$ cat src/fsp_pkg.sv
// Package for the flash protection host controller
package fsp_pkg;
  // ---------------------------------------------------------------
  // Register map (AXI4-Lite byte addresses)
  // ---------------------------------------------------------------
  localparam logic [7:0] REG_CMD = 8'h00;
  localparam logic [7:0] REG_ADDR = 8'h04;
  localparam logic [7:0] REG_WDATA = 8'h08;
  localparam logic [7:0] REG_STATUS = 8'h0c;
  localparam logic [7:0] REG_RDATA = 8'h10;
  localparam logic [7:0] REG_PINS = 8'h14;
  // ---------------------------------------------------------------
  // Command codes (REG_CMD bits 3:0)
  // ---------------------------------------------------------------
  localparam logic [3:0] OP_WRITE = 4'h1;
  localparam logic [3:0] OP_READ = 4'h2;
  localparam logic [3:0] OP_PROGRAM = 4'h3;
  localparam logic [3:0] OP_SECURE_ENTER = 4'h4;
  localparam logic [3:0] OP_SECURE_EXIT = 4'h5;
  localparam logic [3:0] OP_GROUP_QUERY = 4'h6;
  localparam logic [3:0] OP_RESET_CMD = 4'h7;
  // ---------------------------------------------------------------
  // Flash bus constants
  // ---------------------------------------------------------------
  localparam int ADDR_W = 22;
  localparam int DATA_W = 16;
  localparam logic [21:0] UNLOCK_A1 = 22'h000555;
  localparam logic [21:0] UNLOCK_A2 = 22'h0002aa;
  localparam logic [15:0] UNLOCK_D1 = 16'h00aa;
  localparam logic [15:0] UNLOCK_D2 = 16'h0055;
  localparam logic [15:0] CMD_PROGRAM = 16'h00a0;
  localparam logic [15:0] CMD_AUTOSEL = 16'h0090;
  localparam logic [15:0] CMD_SEC_ENTER = 16'h0088;
  localparam logic [15:0] CMD_SEC_EXIT = 16'h0090;
  localparam logic [15:0] CMD_SEC_EXIT2 = 16'h0000;
  localparam logic [15:0] CMD_RESET = 16'h00f0;
  localparam logic [21:0] GRP_QUERY_LOW = 22'h000002;
  localparam int GRP_LSB = 17;
  localparam int GRP_W = 5;
  localparam int DATA_BIT_SEVEN = 7;
  // ---------------------------------------------------------------
  // Timing: strobe low time must beat the glitch filter
  // ---------------------------------------------------------------
  localparam int CLK_PS = 4000;
  localparam int GLITCH_NS = 5;
  localparam int STROBE_NS = 40;
  localparam int STROBE_CYC = (STROBE_NS * 1000 + CLK_PS - 1) / CLK_PS;
  localparam int GLITCH_CYC = (GLITCH_NS * 1000 + CLK_PS - 1) / CLK_PS;
  localparam int SAMPLE_CYC = STROBE_CYC - 1;
  // ---------------------------------------------------------------
  // Carriers
  // ---------------------------------------------------------------
  typedef struct packed {
    logic [21:0] addr;
    logic [15:0] data;
    logic rd;
  } fsp_cyc_t;
  typedef struct packed {
    logic ce_n;
    logic oe_n;
    logic we_n;
  } fsp_ctl_t;
endpackage

$ cat src/fsp_bus_cycle.sv
// One flash bus cycle: strobe timing and data capture
`timescale 1ns/10ps
`default_nettype none
module fsp_bus_cycle
  import fsp_pkg::*;
(
  // Clock and reset
  input wire logic i_ref_clk,
  input wire logic i_sys_rst,
  // Request
  input wire logic i_start,
  input wire fsp_cyc_t i_cyc,
  output logic o_done,
  output logic [15:0] o_rdata,
  // Flash pins
  output fsp_ctl_t o_ctl,
  output logic [21:0] o_addr,
  output logic [15:0] o_dq_o,
  output logic o_dq_oe,
  input wire logic [15:0] i_dq_i
);
  localparam logic [7:0] STROBE_LAST = 8'(STROBE_CYC + 1);
  localparam logic [7:0] SAMPLE_AT = 8'(SAMPLE_CYC);

  logic busy_q, busy_d;
  logic [7:0] cnt_q, cnt_d;
  fsp_cyc_t cyc_q, cyc_d;
  fsp_ctl_t ctl_q, ctl_d;
  logic done_q, done_d, oe_q, oe_d;
  logic [15:0] rd_q, rd_d;

  // Strobe held far longer than the device glitch filter
  always_comb
  begin
    busy_d = busy_q;
    cnt_d = cnt_q;
    cyc_d = cyc_q;
    ctl_d = ctl_q;
    done_d = 1'b0;
    rd_d = rd_q;
    if (!busy_q && i_start)
    begin
      busy_d = 1'b1;
      cnt_d = 8'h00;
      cyc_d = i_cyc;
    end
    else if (busy_q)
    begin
      cnt_d = cnt_q + 8'h01;
      // Only CE low + WE low + OE high writes; reads keep WE high
      ctl_d.ce_n = 1'b0;
      ctl_d.oe_n = ~cyc_q.rd;
      ctl_d.we_n = cyc_q.rd;
      if (cnt_q == SAMPLE_AT && cyc_q.rd)
        rd_d = i_dq_i;
      if (cnt_q == STROBE_LAST)
      begin
        ctl_d = '{ce_n: 1'b1, oe_n: 1'b1, we_n: 1'b1};
        busy_d = 1'b0;
        done_d = 1'b1;
      end
    end
    oe_d = busy_d & ~cyc_d.rd;
  end

  always_ff @(posedge i_ref_clk)
  begin
    if (i_sys_rst)
    begin
      busy_q <= 1'b0;
      cnt_q <= 8'h00;
      cyc_q <= '0;
      // Idle strobes high so power-up never looks like a write
      ctl_q <= '{ce_n: 1'b1, oe_n: 1'b1, we_n: 1'b1};
      done_q <= 1'b0;
      oe_q <= 1'b0;
      rd_q <= 16'h0000;
    end
    else
    begin
      busy_q <= busy_d;
      cnt_q <= cnt_d;
      cyc_q <= cyc_d;
      ctl_q <= ctl_d;
      done_q <= done_d;
      oe_q <= oe_d;
      rd_q <= rd_d;
    end
  end

  assign o_done = done_q;
  assign o_rdata = rd_q;
  assign o_ctl = ctl_q;
  assign o_addr = cyc_q.addr;
  assign o_dq_o = cyc_q.data;
  assign o_dq_oe = oe_q;
endmodule
`default_nettype wire

$ cat src/fsp_host.sv
// Host controller for a parallel NOR flash with sector protection
// ---------------------------------------------------------------
// Notes on behaviour
// - Protect/unprotect uses normal bus cycles with restart pin elevated.
// - Software, not the host, protects all groups before first unprotect cycle.
// - Secure lock uses three-cycle entry then sector protect algorithm.
// - Program only after unlock cycles in order.
// - Write only with chip select and write strobe low, output enable high.
// ---------------------------------------------------------------
`timescale 1ns/10ps
`default_nettype none
module fsp_host
  import fsp_pkg::*;
(
  // Clock and reset
  input wire logic i_ref_clk,
  input wire logic i_sys_rst,
  // AXI4-Lite slave
  input wire logic [7:0] i_awaddr,
  input wire logic i_awvalid,
  output logic o_awready,
  input wire logic [31:0] i_wdata,
  input wire logic [3:0] i_wstrb,
  input wire logic i_wvalid,
  output logic o_wready,
  output logic [1:0] o_bresp,
  output logic o_bvalid,
  input wire logic i_bready,
  input wire logic [7:0] i_araddr,
  input wire logic i_arvalid,
  output logic o_arready,
  output logic [31:0] o_rdata,
  output logic [1:0] o_rresp,
  output logic o_rvalid,
  input wire logic i_rready,
  // Flash pins
  output logic [21:0] o_flash_addr,
  output logic [15:0] o_dq_o,
  output logic o_dq_oe,
  input wire logic [15:0] i_dq_i,
  output logic o_ce_n,
  output logic o_oe_n,
  output logic o_we_n,
  output logic o_restart_n,
  output logic o_restart_elevate,
  output logic o_edge_lock_n,
  // Supply lockout flag from the board
  input wire logic i_supply_lockout
);
  // ---------------------------------------------------------------
  // Registers and sequencer state
  // ---------------------------------------------------------------
  typedef enum {S_IDLE, S_ISSUE, S_WAIT} fsp_state_t;
  localparam logic [2:0] CNT_ONE = 3'h1;

  fsp_state_t st_q, st_d;
  logic [21:0] addr_q, addr_d;
  logic [15:0] wdat_q, wdat_d;
  logic [15:0] rdat_q, rdat_d;
  logic [3:0] op_q, op_d;
  logic [2:0] step_q, step_d;
  logic [2:0] nstep_q, nstep_d;
  logic busy_q, busy_d;
  logic refused_q, refused_d;
  logic done_q, done_d;
  logic restart_n_q, restart_n_d;
  logic elev_q, elev_d;
  logic lock_n_q, lock_n_d;
  logic overlay_q, overlay_d;
  logic start_q, start_d;
  fsp_cyc_t cyc_q, cyc_d;
  logic awready_q, awready_d, wready_q, wready_d, bvalid_q, bvalid_d;
  logic arready_q, arready_d, rvalid_q, rvalid_d;
  logic [31:0] rdata_q, rdata_d;
  logic [1:0] rresp_q, rresp_d;
  logic aw_seen_q, aw_seen_d, w_seen_q, w_seen_d;
  logic [7:0] awa_q, awa_d;
  logic [31:0] wd_q, wd_d;
  logic [2:0] lko_sync_q;

  // Lower-level bus cycle
  logic cyc_done;
  logic [15:0] cyc_rdata;
  fsp_ctl_t pin_ctl;
  logic [21:0] pin_addr;
  logic [15:0] pin_dq;
  logic pin_oe;

  fsp_bus_cycle u_cyc (
    .i_ref_clk(i_ref_clk),
    .i_sys_rst(i_sys_rst),
    .i_start(start_q),
    .i_cyc(cyc_q),
    .o_done(cyc_done),
    .o_rdata(cyc_rdata),
    .o_ctl(pin_ctl),
    .o_addr(pin_addr),
    .o_dq_o(pin_dq),
    .o_dq_oe(pin_oe),
    .i_dq_i(i_dq_i)
  );

  // Lockout flag from a pin: three stages, change taken when last two agree
  logic lko_q;
  always_ff @(posedge i_ref_clk)
  begin
    if (i_sys_rst)
    begin
      lko_sync_q <= 3'b000;
      lko_q <= 1'b0;
    end
    else
    begin
      lko_sync_q <= {lko_sync_q[1:0], i_supply_lockout};
      if (lko_sync_q[1] == lko_sync_q[2])
        lko_q <= lko_sync_q[2];
    end
  end

  // ---------------------------------------------------------------
  // Command step table
  // ---------------------------------------------------------------
  function automatic fsp_cyc_t step_cyc(input logic [3:0] op, input logic [2:0] s,
                                         input logic [21:0] a, input logic [15:0] d);
    fsp_cyc_t c;
    c = '{addr: UNLOCK_A1, data: UNLOCK_D1, rd: 1'b0};
    // Program, secure and group query commands open with the two unlock cycles in order
    if (s == 3'h1)
      c = '{addr: UNLOCK_A2, data: UNLOCK_D2, rd: 1'b0};
    else if (s == 3'h2)
    begin
      case (op)
        OP_PROGRAM: c.data = CMD_PROGRAM;
        OP_SECURE_ENTER: c.data = CMD_SEC_ENTER;
        OP_SECURE_EXIT: c.data = CMD_SEC_EXIT;
        OP_GROUP_QUERY: c.data = CMD_AUTOSEL;
        default: c.data = CMD_RESET;
      endcase
    end
    else if (s == 3'h3)
    begin
      case (op)
        OP_SECURE_EXIT: c = '{addr: a, data: CMD_SEC_EXIT2, rd: 1'b0};
        // Group code in the top bits, query offset in the low bits
        OP_GROUP_QUERY: c = '{addr: {a[21:17], 17'h00000} | GRP_QUERY_LOW, data: d,
                              rd: 1'b1};
        default: c = '{addr: a, data: d, rd: 1'b0};
      endcase
    end
    else if (s == 3'h4)
      c = '{addr: a, data: CMD_RESET, rd: 1'b0};
    return c;
  endfunction

  function automatic logic [2:0] last_step(input logic [3:0] op);
    case (op)
      OP_WRITE: last_step = 3'h0;
      OP_READ: last_step = 3'h0;
      OP_SECURE_ENTER: last_step = 3'h2;
      OP_GROUP_QUERY: last_step = 3'h4;
      OP_RESET_CMD: last_step = 3'h0;
      default: last_step = 3'h3;
    endcase
  endfunction

  // ---------------------------------------------------------------
  // AXI slave and sequencer
  // ---------------------------------------------------------------
  always_comb
  begin
    st_d = st_q;
    addr_d = addr_q;
    wdat_d = wdat_q;
    rdat_d = rdat_q;
    op_d = op_q;
    step_d = step_q;
    nstep_d = nstep_q;
    busy_d = busy_q;
    refused_d = refused_q;
    done_d = done_q;
    restart_n_d = restart_n_q;
    elev_d = elev_q;
    lock_n_d = lock_n_q;
    overlay_d = overlay_q;
    start_d = 1'b0;
    cyc_d = cyc_q;
    awready_d = 1'b0;
    wready_d = 1'b0;
    bvalid_d = bvalid_q && !i_bready;
    arready_d = 1'b0;
    rvalid_d = rvalid_q && !i_rready;
    rdata_d = rdata_q;
    rresp_d = rresp_q;
    aw_seen_d = aw_seen_q;
    w_seen_d = w_seen_q;
    awa_d = awa_q;
    wd_d = wd_q;

    if (i_awvalid && !aw_seen_q && !awready_q)
    begin
      awready_d = 1'b1;
      aw_seen_d = 1'b1;
      awa_d = i_awaddr;
    end
    if (i_wvalid && !w_seen_q && !wready_q)
    begin
      wready_d = 1'b1;
      w_seen_d = 1'b1;
      wd_d = i_wdata;
    end
    if (aw_seen_q && w_seen_q && !bvalid_q)
    begin
      aw_seen_d = 1'b0;
      w_seen_d = 1'b0;
      bvalid_d = 1'b1;
      if (i_wstrb[0])
      begin
        case (awa_q)
          REG_CMD:
          begin
            if (wd_q[31])
              done_d = 1'b0;
            // While lockout stands the device ignores writes; do not start
            if (!busy_q && wd_q[3:0] != 4'h0)
            begin
              if (lko_q)
                refused_d = 1'b1;
              else
              begin
                op_d = wd_q[3:0];
                step_d = 3'h0;
                nstep_d = last_step(wd_q[3:0]);
                busy_d = 1'b1;
                refused_d = 1'b0;
                st_d = S_ISSUE;
              end
            end
          end
          REG_ADDR: addr_d = wd_q[21:0];
          REG_WDATA: wdat_d = wd_q[15:0];
          REG_PINS:
          begin
            // Elevated level stands in for temporary unprotect and
            // the protect/unprotect algorithm run by software
            restart_n_d = wd_q[0];
            elev_d = wd_q[1];
            lock_n_d = wd_q[2];
          end
          default: ;
        endcase
      end
    end

    if (i_arvalid && !rvalid_q && !arready_q)
    begin
      arready_d = 1'b1;
      rvalid_d = 1'b1;
      rresp_d = 2'b00;
      case (i_araddr)
        REG_CMD: rdata_d = {28'h0000000, op_q};
        REG_ADDR: rdata_d = {10'h000, addr_q};
        REG_WDATA: rdata_d = {16'h0000, wdat_q};
        // Indicator bit (bit 7 of the read data) lands here for software; the query answer 01h/00h sits in REG_RDATA
        REG_STATUS: rdata_d = {24'h000000, rdat_q[DATA_BIT_SEVEN], 2'b00, lko_q,
                               overlay_q, refused_q, done_q, busy_q};
        REG_RDATA: rdata_d = {16'h0000, rdat_q};
        REG_PINS: rdata_d = {29'h00000000, lock_n_q, elev_q, restart_n_q};
        default:
        begin
          rdata_d = 32'h00000000;
          rresp_d = 2'b10;
        end
      endcase
    end

    case (st_q)
      S_IDLE: ;
      S_ISSUE:
      begin
        if (op_q == OP_READ)
          cyc_d = '{addr: addr_q, data: wdat_q, rd: 1'b1};
        else if (op_q == OP_WRITE)
          cyc_d = '{addr: addr_q, data: wdat_q, rd: 1'b0};
        else if (op_q == OP_RESET_CMD)
          cyc_d = '{addr: addr_q, data: CMD_RESET, rd: 1'b0};
        else
          cyc_d = step_cyc(op_q, step_q, addr_q, wdat_q);
        start_d = 1'b1;
        st_d = S_WAIT;
      end
      S_WAIT:
      begin
        if (cyc_done)
        begin
          if (cyc_q.rd)
            rdat_d = cyc_rdata;
          if (step_q == nstep_q)
          begin
            busy_d = 1'b0;
            done_d = 1'b1;
            st_d = S_IDLE;
            if (op_q == OP_SECURE_ENTER)
              overlay_d = 1'b1;
            else if (op_q == OP_SECURE_EXIT)
              overlay_d = 1'b0;
          end
          else
          begin
            step_d = step_q + CNT_ONE;
            st_d = S_ISSUE;
          end
        end
      end
      default: st_d = S_IDLE;
    endcase
    // Hardware restart drops the overlay in the device too
    if (!restart_n_q)
      overlay_d = 1'b0;
  end

  always_ff @(posedge i_ref_clk)
  begin
    if (i_sys_rst)
    begin
      st_q <= S_IDLE;
      addr_q <= 22'h000000;
      wdat_q <= 16'h0000;
      rdat_q <= 16'h0000;
      op_q <= 4'h0;
      step_q <= 3'h0;
      nstep_q <= 3'h0;
      busy_q <= 1'b0;
      refused_q <= 1'b0;
      done_q <= 1'b0;
      restart_n_q <= 1'b1;
      elev_q <= 1'b0;
      lock_n_q <= 1'b1;
      overlay_q <= 1'b0;
      start_q <= 1'b0;
      cyc_q <= '0;
      awready_q <= 1'b0;
      wready_q <= 1'b0;
      bvalid_q <= 1'b0;
      arready_q <= 1'b0;
      rvalid_q <= 1'b0;
      rdata_q <= 32'h00000000;
      rresp_q <= 2'b00;
      aw_seen_q <= 1'b0;
      w_seen_q <= 1'b0;
      awa_q <= 8'h00;
      wd_q <= 32'h00000000;
    end
    else
    begin
      st_q <= st_d;
      addr_q <= addr_d;
      wdat_q <= wdat_d;
      rdat_q <= rdat_d;
      op_q <= op_d;
      step_q <= step_d;
      nstep_q <= nstep_d;
      busy_q <= busy_d;
      refused_q <= refused_d;
      done_q <= done_d;
      restart_n_q <= restart_n_d;
      elev_q <= elev_d;
      lock_n_q <= lock_n_d;
      overlay_q <= overlay_d;
      start_q <= start_d;
      cyc_q <= cyc_d;
      awready_q <= awready_d;
      wready_q <= wready_d;
      bvalid_q <= bvalid_d;
      arready_q <= arready_d;
      rvalid_q <= rvalid_d;
      rdata_q <= rdata_d;
      rresp_q <= rresp_d;
      aw_seen_q <= aw_seen_d;
      w_seen_q <= w_seen_d;
      awa_q <= awa_d;
      wd_q <= wd_d;
    end
  end

  // ---------------------------------------------------------------
  // Outputs
  // ---------------------------------------------------------------
  assign o_awready = awready_q;
  assign o_wready = wready_q;
  assign o_bresp = 2'b00;
  assign o_bvalid = bvalid_q;
  assign o_arready = arready_q;
  assign o_rdata = rdata_q;
  assign o_rresp = rresp_q;
  assign o_rvalid = rvalid_q;
  assign o_flash_addr = pin_addr;
  assign o_dq_o = pin_dq;
  assign o_dq_oe = pin_oe;
  assign o_ce_n = pin_ctl.ce_n;
  assign o_oe_n = pin_ctl.oe_n;
  assign o_we_n = pin_ctl.we_n;
  assign o_restart_n = restart_n_q;
  assign o_restart_elevate = elev_q;
  assign o_edge_lock_n = lock_n_q;
endmodule
`default_nettype wire

$ cat config.mk
export PLATFORM = sky130hd
export DESIGN_NAME = fsp_host
export DESIGN_NICKNAME = d
export VERILOG_FILES = /design/src/fsp_pkg.sv /design/src/fsp_bus_cycle.sv /design/src/fsp_host.sv
export SDC_FILE = /design/constraint.sdc
export NUM_CORES = 1
export LEC_CHECK = 0
export ABC_CLOCK_PERIOD_IN_PS = 7700
export BUFFER_PORTS_ARGS = -buffer_cell sky130_fd_sc_hd__buf_4
export CORE_MARGIN = 4
export CORE_UTILIZATION = 40
export DETAILED_ROUTE_END_ITERATION = 10
export PLACE_DENSITY = 0.62
export SETUP_SLACK_MARGIN = 0.5
export SLEW_MARGIN = 20
export SYNTH_ARGS = -nofsm -noshare
export SYNTH_HDL_FRONTEND = slang
export SYNTH_SLANG_ARGS = --single-unit
$ cat constraint.sdc
create_clock -name i_ref_clk -period 7.7 [get_ports i_ref_clk]
set_clock_uncertainty 0.2 [all_clocks]
set_input_delay 1.925 -clock i_ref_clk [delete_from_list [all_inputs] [get_ports i_ref_clk]]
set_output_delay 1.925 -clock i_ref_clk [all_outputs]
set_load 0.05 [all_outputs]
* Yosys cells after proc, flatten, opt, wreduce, memory -nomap -nowiden
Index checks and enable logic that the tools add are counted.
W data, S select, Z words.
** Storage, ports and cells
- Register bits :: 297
- Logic and storage cells :: 186
- Output and inout bits :: 86
** Operators by class
- Equal/unequal tests :: 30
- $add $sub $neg :: 2
- Mux-type cells :: 60
- Bitwise operators :: 7
- Reductions and logical operators :: 45
** Operators with widths (count)
- $mux W39 :: 6
- $mux W32 :: 6
- $pmux W22 S6 :: 1
- $pmux W32 S3 :: 1
- $pmux W34 S2 :: 1
- $eq A8 B4 Y1 const B :: 5
- $eq A32 B1 Y1 const B :: 1
- $eq A32 B2 Y1 const B :: 1
- $logic_not A32 Y1 :: 1
- $mux W1 :: 31
- $eq A4 B3 Y1 const B :: 7
- $mux W3 :: 9
- $eq A8 B5 Y1 const B :: 3
- $mux W22 :: 1
- $pmux W7 S3 :: 1
- $eq A8 B3 Y1 const B :: 2
- $logic_not A8 Y1 :: 2
- $mux W16 :: 1
- $reduce_and A3 Y1 :: 5
- $logic_and A1 B1 Y1 :: 13
- $eq A4 B2 Y1 const B :: 3
- $logic_not A1 Y1 :: 11
- $pmux W3 S3 :: 1
- $add A8 B1 Y8 const B :: 1
- 18 further kinds :: 30

* Logic depth before layout (Yosys ltp)
- Word-level depth :: 9
- Mapped depth :: 9
- Depth with buffers taken out :: 7

* By module
Synthesis repeated with hierarchy kept, for this count alone.
** Unflattened totals
- Cells, all modules :: 1260
- Area total of the unflattened synthesis :: 11240.8 µm²
** By module, submodules not included
- fsp_host :: cells each 917, area each 8385.5 µm², instances 1, sequential area each 4164.0 µm²
- fsp_bus_cycle :: cells each 343, area each 2855.2 µm², instances 1, sequential area each 1381.3 µm²

* Least setup slack after synthesis
Ideal clock, no wire load.
- Kind :: input to register
- Start :: in i_araddr[7]
- End :: reg rdata_q[7] (netlist: o_rdata[7])
- Stages :: 7
- Arrival :: 3659 ps
- Slack :: 3750 ps
- Path buffers :: 2
- Data required time :: 7409 ps
- Setup time :: 91 ps
- Cell sequence :: or4_1 or2_2 clkbuf_1 nor3_4 buf_2 nand2_1 a311oi_1
** On the way
- Word-level cells in the longest chain between the ends :: 2
- Elaborated cells between the ends (all ways) :: 7
** Ends and longest elaborated chain
- from (decl) :: line fsp_host.sv:29 : input wire logic [7:0] i_araddr,
- $eq A8 B5 Y1 (tied with other cells) :: line fsp_host.sv:259 : case (i_araddr)
- $pmux W22 S6 (*) :: line fsp_host.sv:259
- to (signal assigned) :: line fsp_host.sv:376 : rdata_q <= rdata_d;
- to (decl) :: line fsp_host.sv:74 : logic [31:0] rdata_q, rdata_d;
Mark *: on every way between the ends. The rest lies on a longest branch, timed or not.
A chain may end at the register's enable or synchronous reset.

* Worst setup path after layout
- Start :: in i_araddr[7]
- End :: reg rdata_q[5] (netlist: o_rdata[5])
The elaborated chain is that of the path after synthesis.

==> impl_metrics.tcl <==
set metrics [dict create \
    p_comb_share_pct 4.3 \
    status "completed" \
    fmax_mhz 252 \
    drive_above_1_share_pct 16.2 \
    clkPwrFrac_pct 47.1 \
    critPathRequiredTime_ps 7950 \
    via_per_inst 5.16 \
    muxShareOfSynthArea_pct 8.11 \
    leakagePower_nw 5.07 \
    tns_ps 0 \
    io-pin-count 162 \
    yosys.area.top_type_share_pct 50.5 \
    vias 8716 \
    start_kind "input pin" \
    fin_cells 1689 \
    yosysTopAreaCell "dfxtp_1" \
    yosys.area_share.xor_xnor_pct 0.957 \
    hold_viol 0 \
    numCtsBuffers 29 \
    fin_crit_ps 3960 \
    initial_core_util_pct 40.7 \
    place_congestion 0.848 \
    synth-compound-area-share_pct 12.1 \
    core_mm2 0.0270 \
    grt_max_degree 129 \
    clock_latency_ps 540 \
    worst_setup_path_end_kind "flip-flop" \
    async_reset_ff_share_pct 0 \
    syn2layout_area_growth_pct 18.2 \
    path_clk_slew_ps 60 \
    final_max_slew_viol_count 0 \
    cts_num_sinks 277 \
    ir_drop_uv 137 \
    grt_pass1_wl_um 43000 \
    p_per_area_mw_per_mm2 233 \
    die_h_um 174 \
    ant_nets 0 \
    cp.arrival_ps 4210 \
    power_switching_uw 666 \
    syn-instance-count 1240 \
    place_hpwl_um 18600 \
    post-route-period-util_pct 51.4 \
    post_cts_resized 0 \
    track_usage_pct 17.0 \
    ys_top_cells_by_area "dfxtp_1, mux2i_1, nand2_1" \
    max_slew.worst_pin.slew_ps 1060 \
    hp-class "reg2reg" \
    hold_slack_ps 238 \
    dp_cells 1636 \
    synth_area_mm2 0.0110 \
    rsz0062_at_grt "no" \
    maxCapViolCount 0 \
    clock_path_buffers 3 \
    cts_tree "done" \
    first_pass_iters 5 \
    p_total_mw 3.03 \
    port_buffers 136 \
    drc 0 \
    grt_pass1_vias 7997 \
    synth_warnings 0 \
    intPower_mw 2.36 \
    die_x_um 174 \
    ys.flop_type "dfxtp_1" \
    wl_per_cell_um 15.8 \
    root_buffer "clkbuf_16" \
    synth_top_family_by_area "simple AND/OR/NAND/NOR gates" \
    rows 60 \
    htree_levels 1 \
    synthDistinctLibCells 64 \
    yosysMostFrequentCell "dfxtp_1" \
    finalWirelength_um 26800 \
    overflow 0 \
    antenna_found_initial 0 \
    drt_iter0_markers 925 \
    synth_edf_count 0 \
    synthSimpleGateAreaFrac_pct 20.5 \
    nets 1409 \
    dieArea_mm2 0.0302 \
    worstPathMaxFanout 14 \
    post_cts_buffers 0 \
    post-route-util_pct 48.2 \
    setup_violations 0 \
    path_class "in2reg" \
    hold_buffers 0 \
    slew_headroom_pct 29.1 \
    avgSynthCellArea_um2 8.86 \
    switching_share_pct 22.0 \
    pwr-share-seq_pct 48.6 \
    ys_ff_latch 277 \
    diodes 0 \
    synthAdderAreaFrac_pct 0.798 \
    netlist_top_cells_count "dfxtp_1, nand2_1, nor2_1" \
    ys_seq_area_share_pct 50.5 \
]
-- cells in the final DEF, fill, tap and decap left out, types with 3 or more instances in the layout --
cell       instances
a211oi_1          11
a21oi_1          117
a221oi_1          14
a222oi_1           4
a31oi_1            6
and2_1            10
and3_1             6
and4_1             3
buf_4            145
clkbuf_16         29
clkbuf_8          11
clkinv_2           7
conb_1            43
dfxtp_1          277
ha_1               7
inv_1             13
mux2i_1           89
nand2_1          212
nand2b_1          10
nand3_1           39
nand4_1           11
nand4b_1           6
nor2_1           120
nor2b_1           14
nor3_1            14
nor3b_1            4
nor4_1            11
o2111ai_1          5
o211ai_1           3
o21a_1             5
o21ai_0           31
o21bai_1           4
or2_2              3
or3_1              3
xnor2_1            5
xor2_1             7
-- power groups by stage --
| stage | sequential (mW) | clock [mW] | combinational [mW] |
|---|---|---|---|
| 5_1_grt | 1.47 | 1.51 | 0.142 |
| 4_1_cts | 1.47 | 1.46 | 0.129 |
| 3_5_place_dp | 1.50 | 0 | 0.129 |
| 6_report | 1.47 | 1.43 | 0.130 |
| 2_1_floorplan | 1.50 | 0 | 0.0856 |
| 3_3_place_gp | 1.50 | 0 | 0.128 |
-- worst paths after layout --
check                                         to      startpoint  slack (ps)  depth (start not counted)
worst max-delay path                  o_rdata[5]     i_araddr[7]        3740                          6
worst min-delay path               lko_sync_q[1]   lko_sync_q[0]         240                          1
worst max register to register  u_cyc.o_rdata[9]  u_cyc.cnt_q[4]        4750                          5
worst min register to register     lko_sync_q[1]   lko_sync_q[0]         240                          1
-- stage by stage --
stage,setup slack [ps],instance area (um2)
after floorplan,3750,11100
after CTS,3780,13000
after global routing,3550,13000
after global placement,3240,12000
after detailed placement,3200,12000
final,3740,13000
-- area by class of cell --
cell class	count	area (um2)
fill	2609	14000
sequential	277	5550
multi-input combinational	859	4860
timing repair buffer	146	1100
clock buffer	40	877
tap	341	427
clock inverter	13	128
inverter	13	48.8
-- state kept, by name, indices dropped and copies added, names as in the netlist, 3 cells and up --
register       count
u_cyc.o_dq_o      16
st_q              32
u_cyc.o_ctl        3
wdat_q            16
rdat_q            16
u_cyc.o_rdata     16
o_rdata           22
awa_q              8
wd_q              23
lko_sync_q         3
u_cyc.o_addr      22
u_cyc.cnt_q        8
op_q               4
step_q             3
addr_q            22
cyc_q             39
nstep_q            3
-- critical path, stage by stage --
cell      delay, ps
buf_4           110
or4_1           580
or2_2           390
nor2_1          760
a222oi_1        250
o21ai_0         200
-- routing by layer --
layer / GRT usage [%] / part of all wire, % / up-vias
met5: 0 / 0 / -
met4: 3.50 / 2.0 / 0
met3: 3.47 / 7.2 / 49
met2: 24.7 / 41 / 282
met1: 26.2 / 50 / 4034
li1: - / - / 4351
-- logic make-up (layout without fill, tap and decap cells) --
group           Yosys count  count (layout)
buf+inv                 146             212
compound gates          221             221
xor+xnor                 12              12
fa+ha+maj                 7               7
mux                      89              89
other cells               1              43
simple gates            487             487
flops                   277             277
No activity file was read; power rests on OpenSTA's default activity.
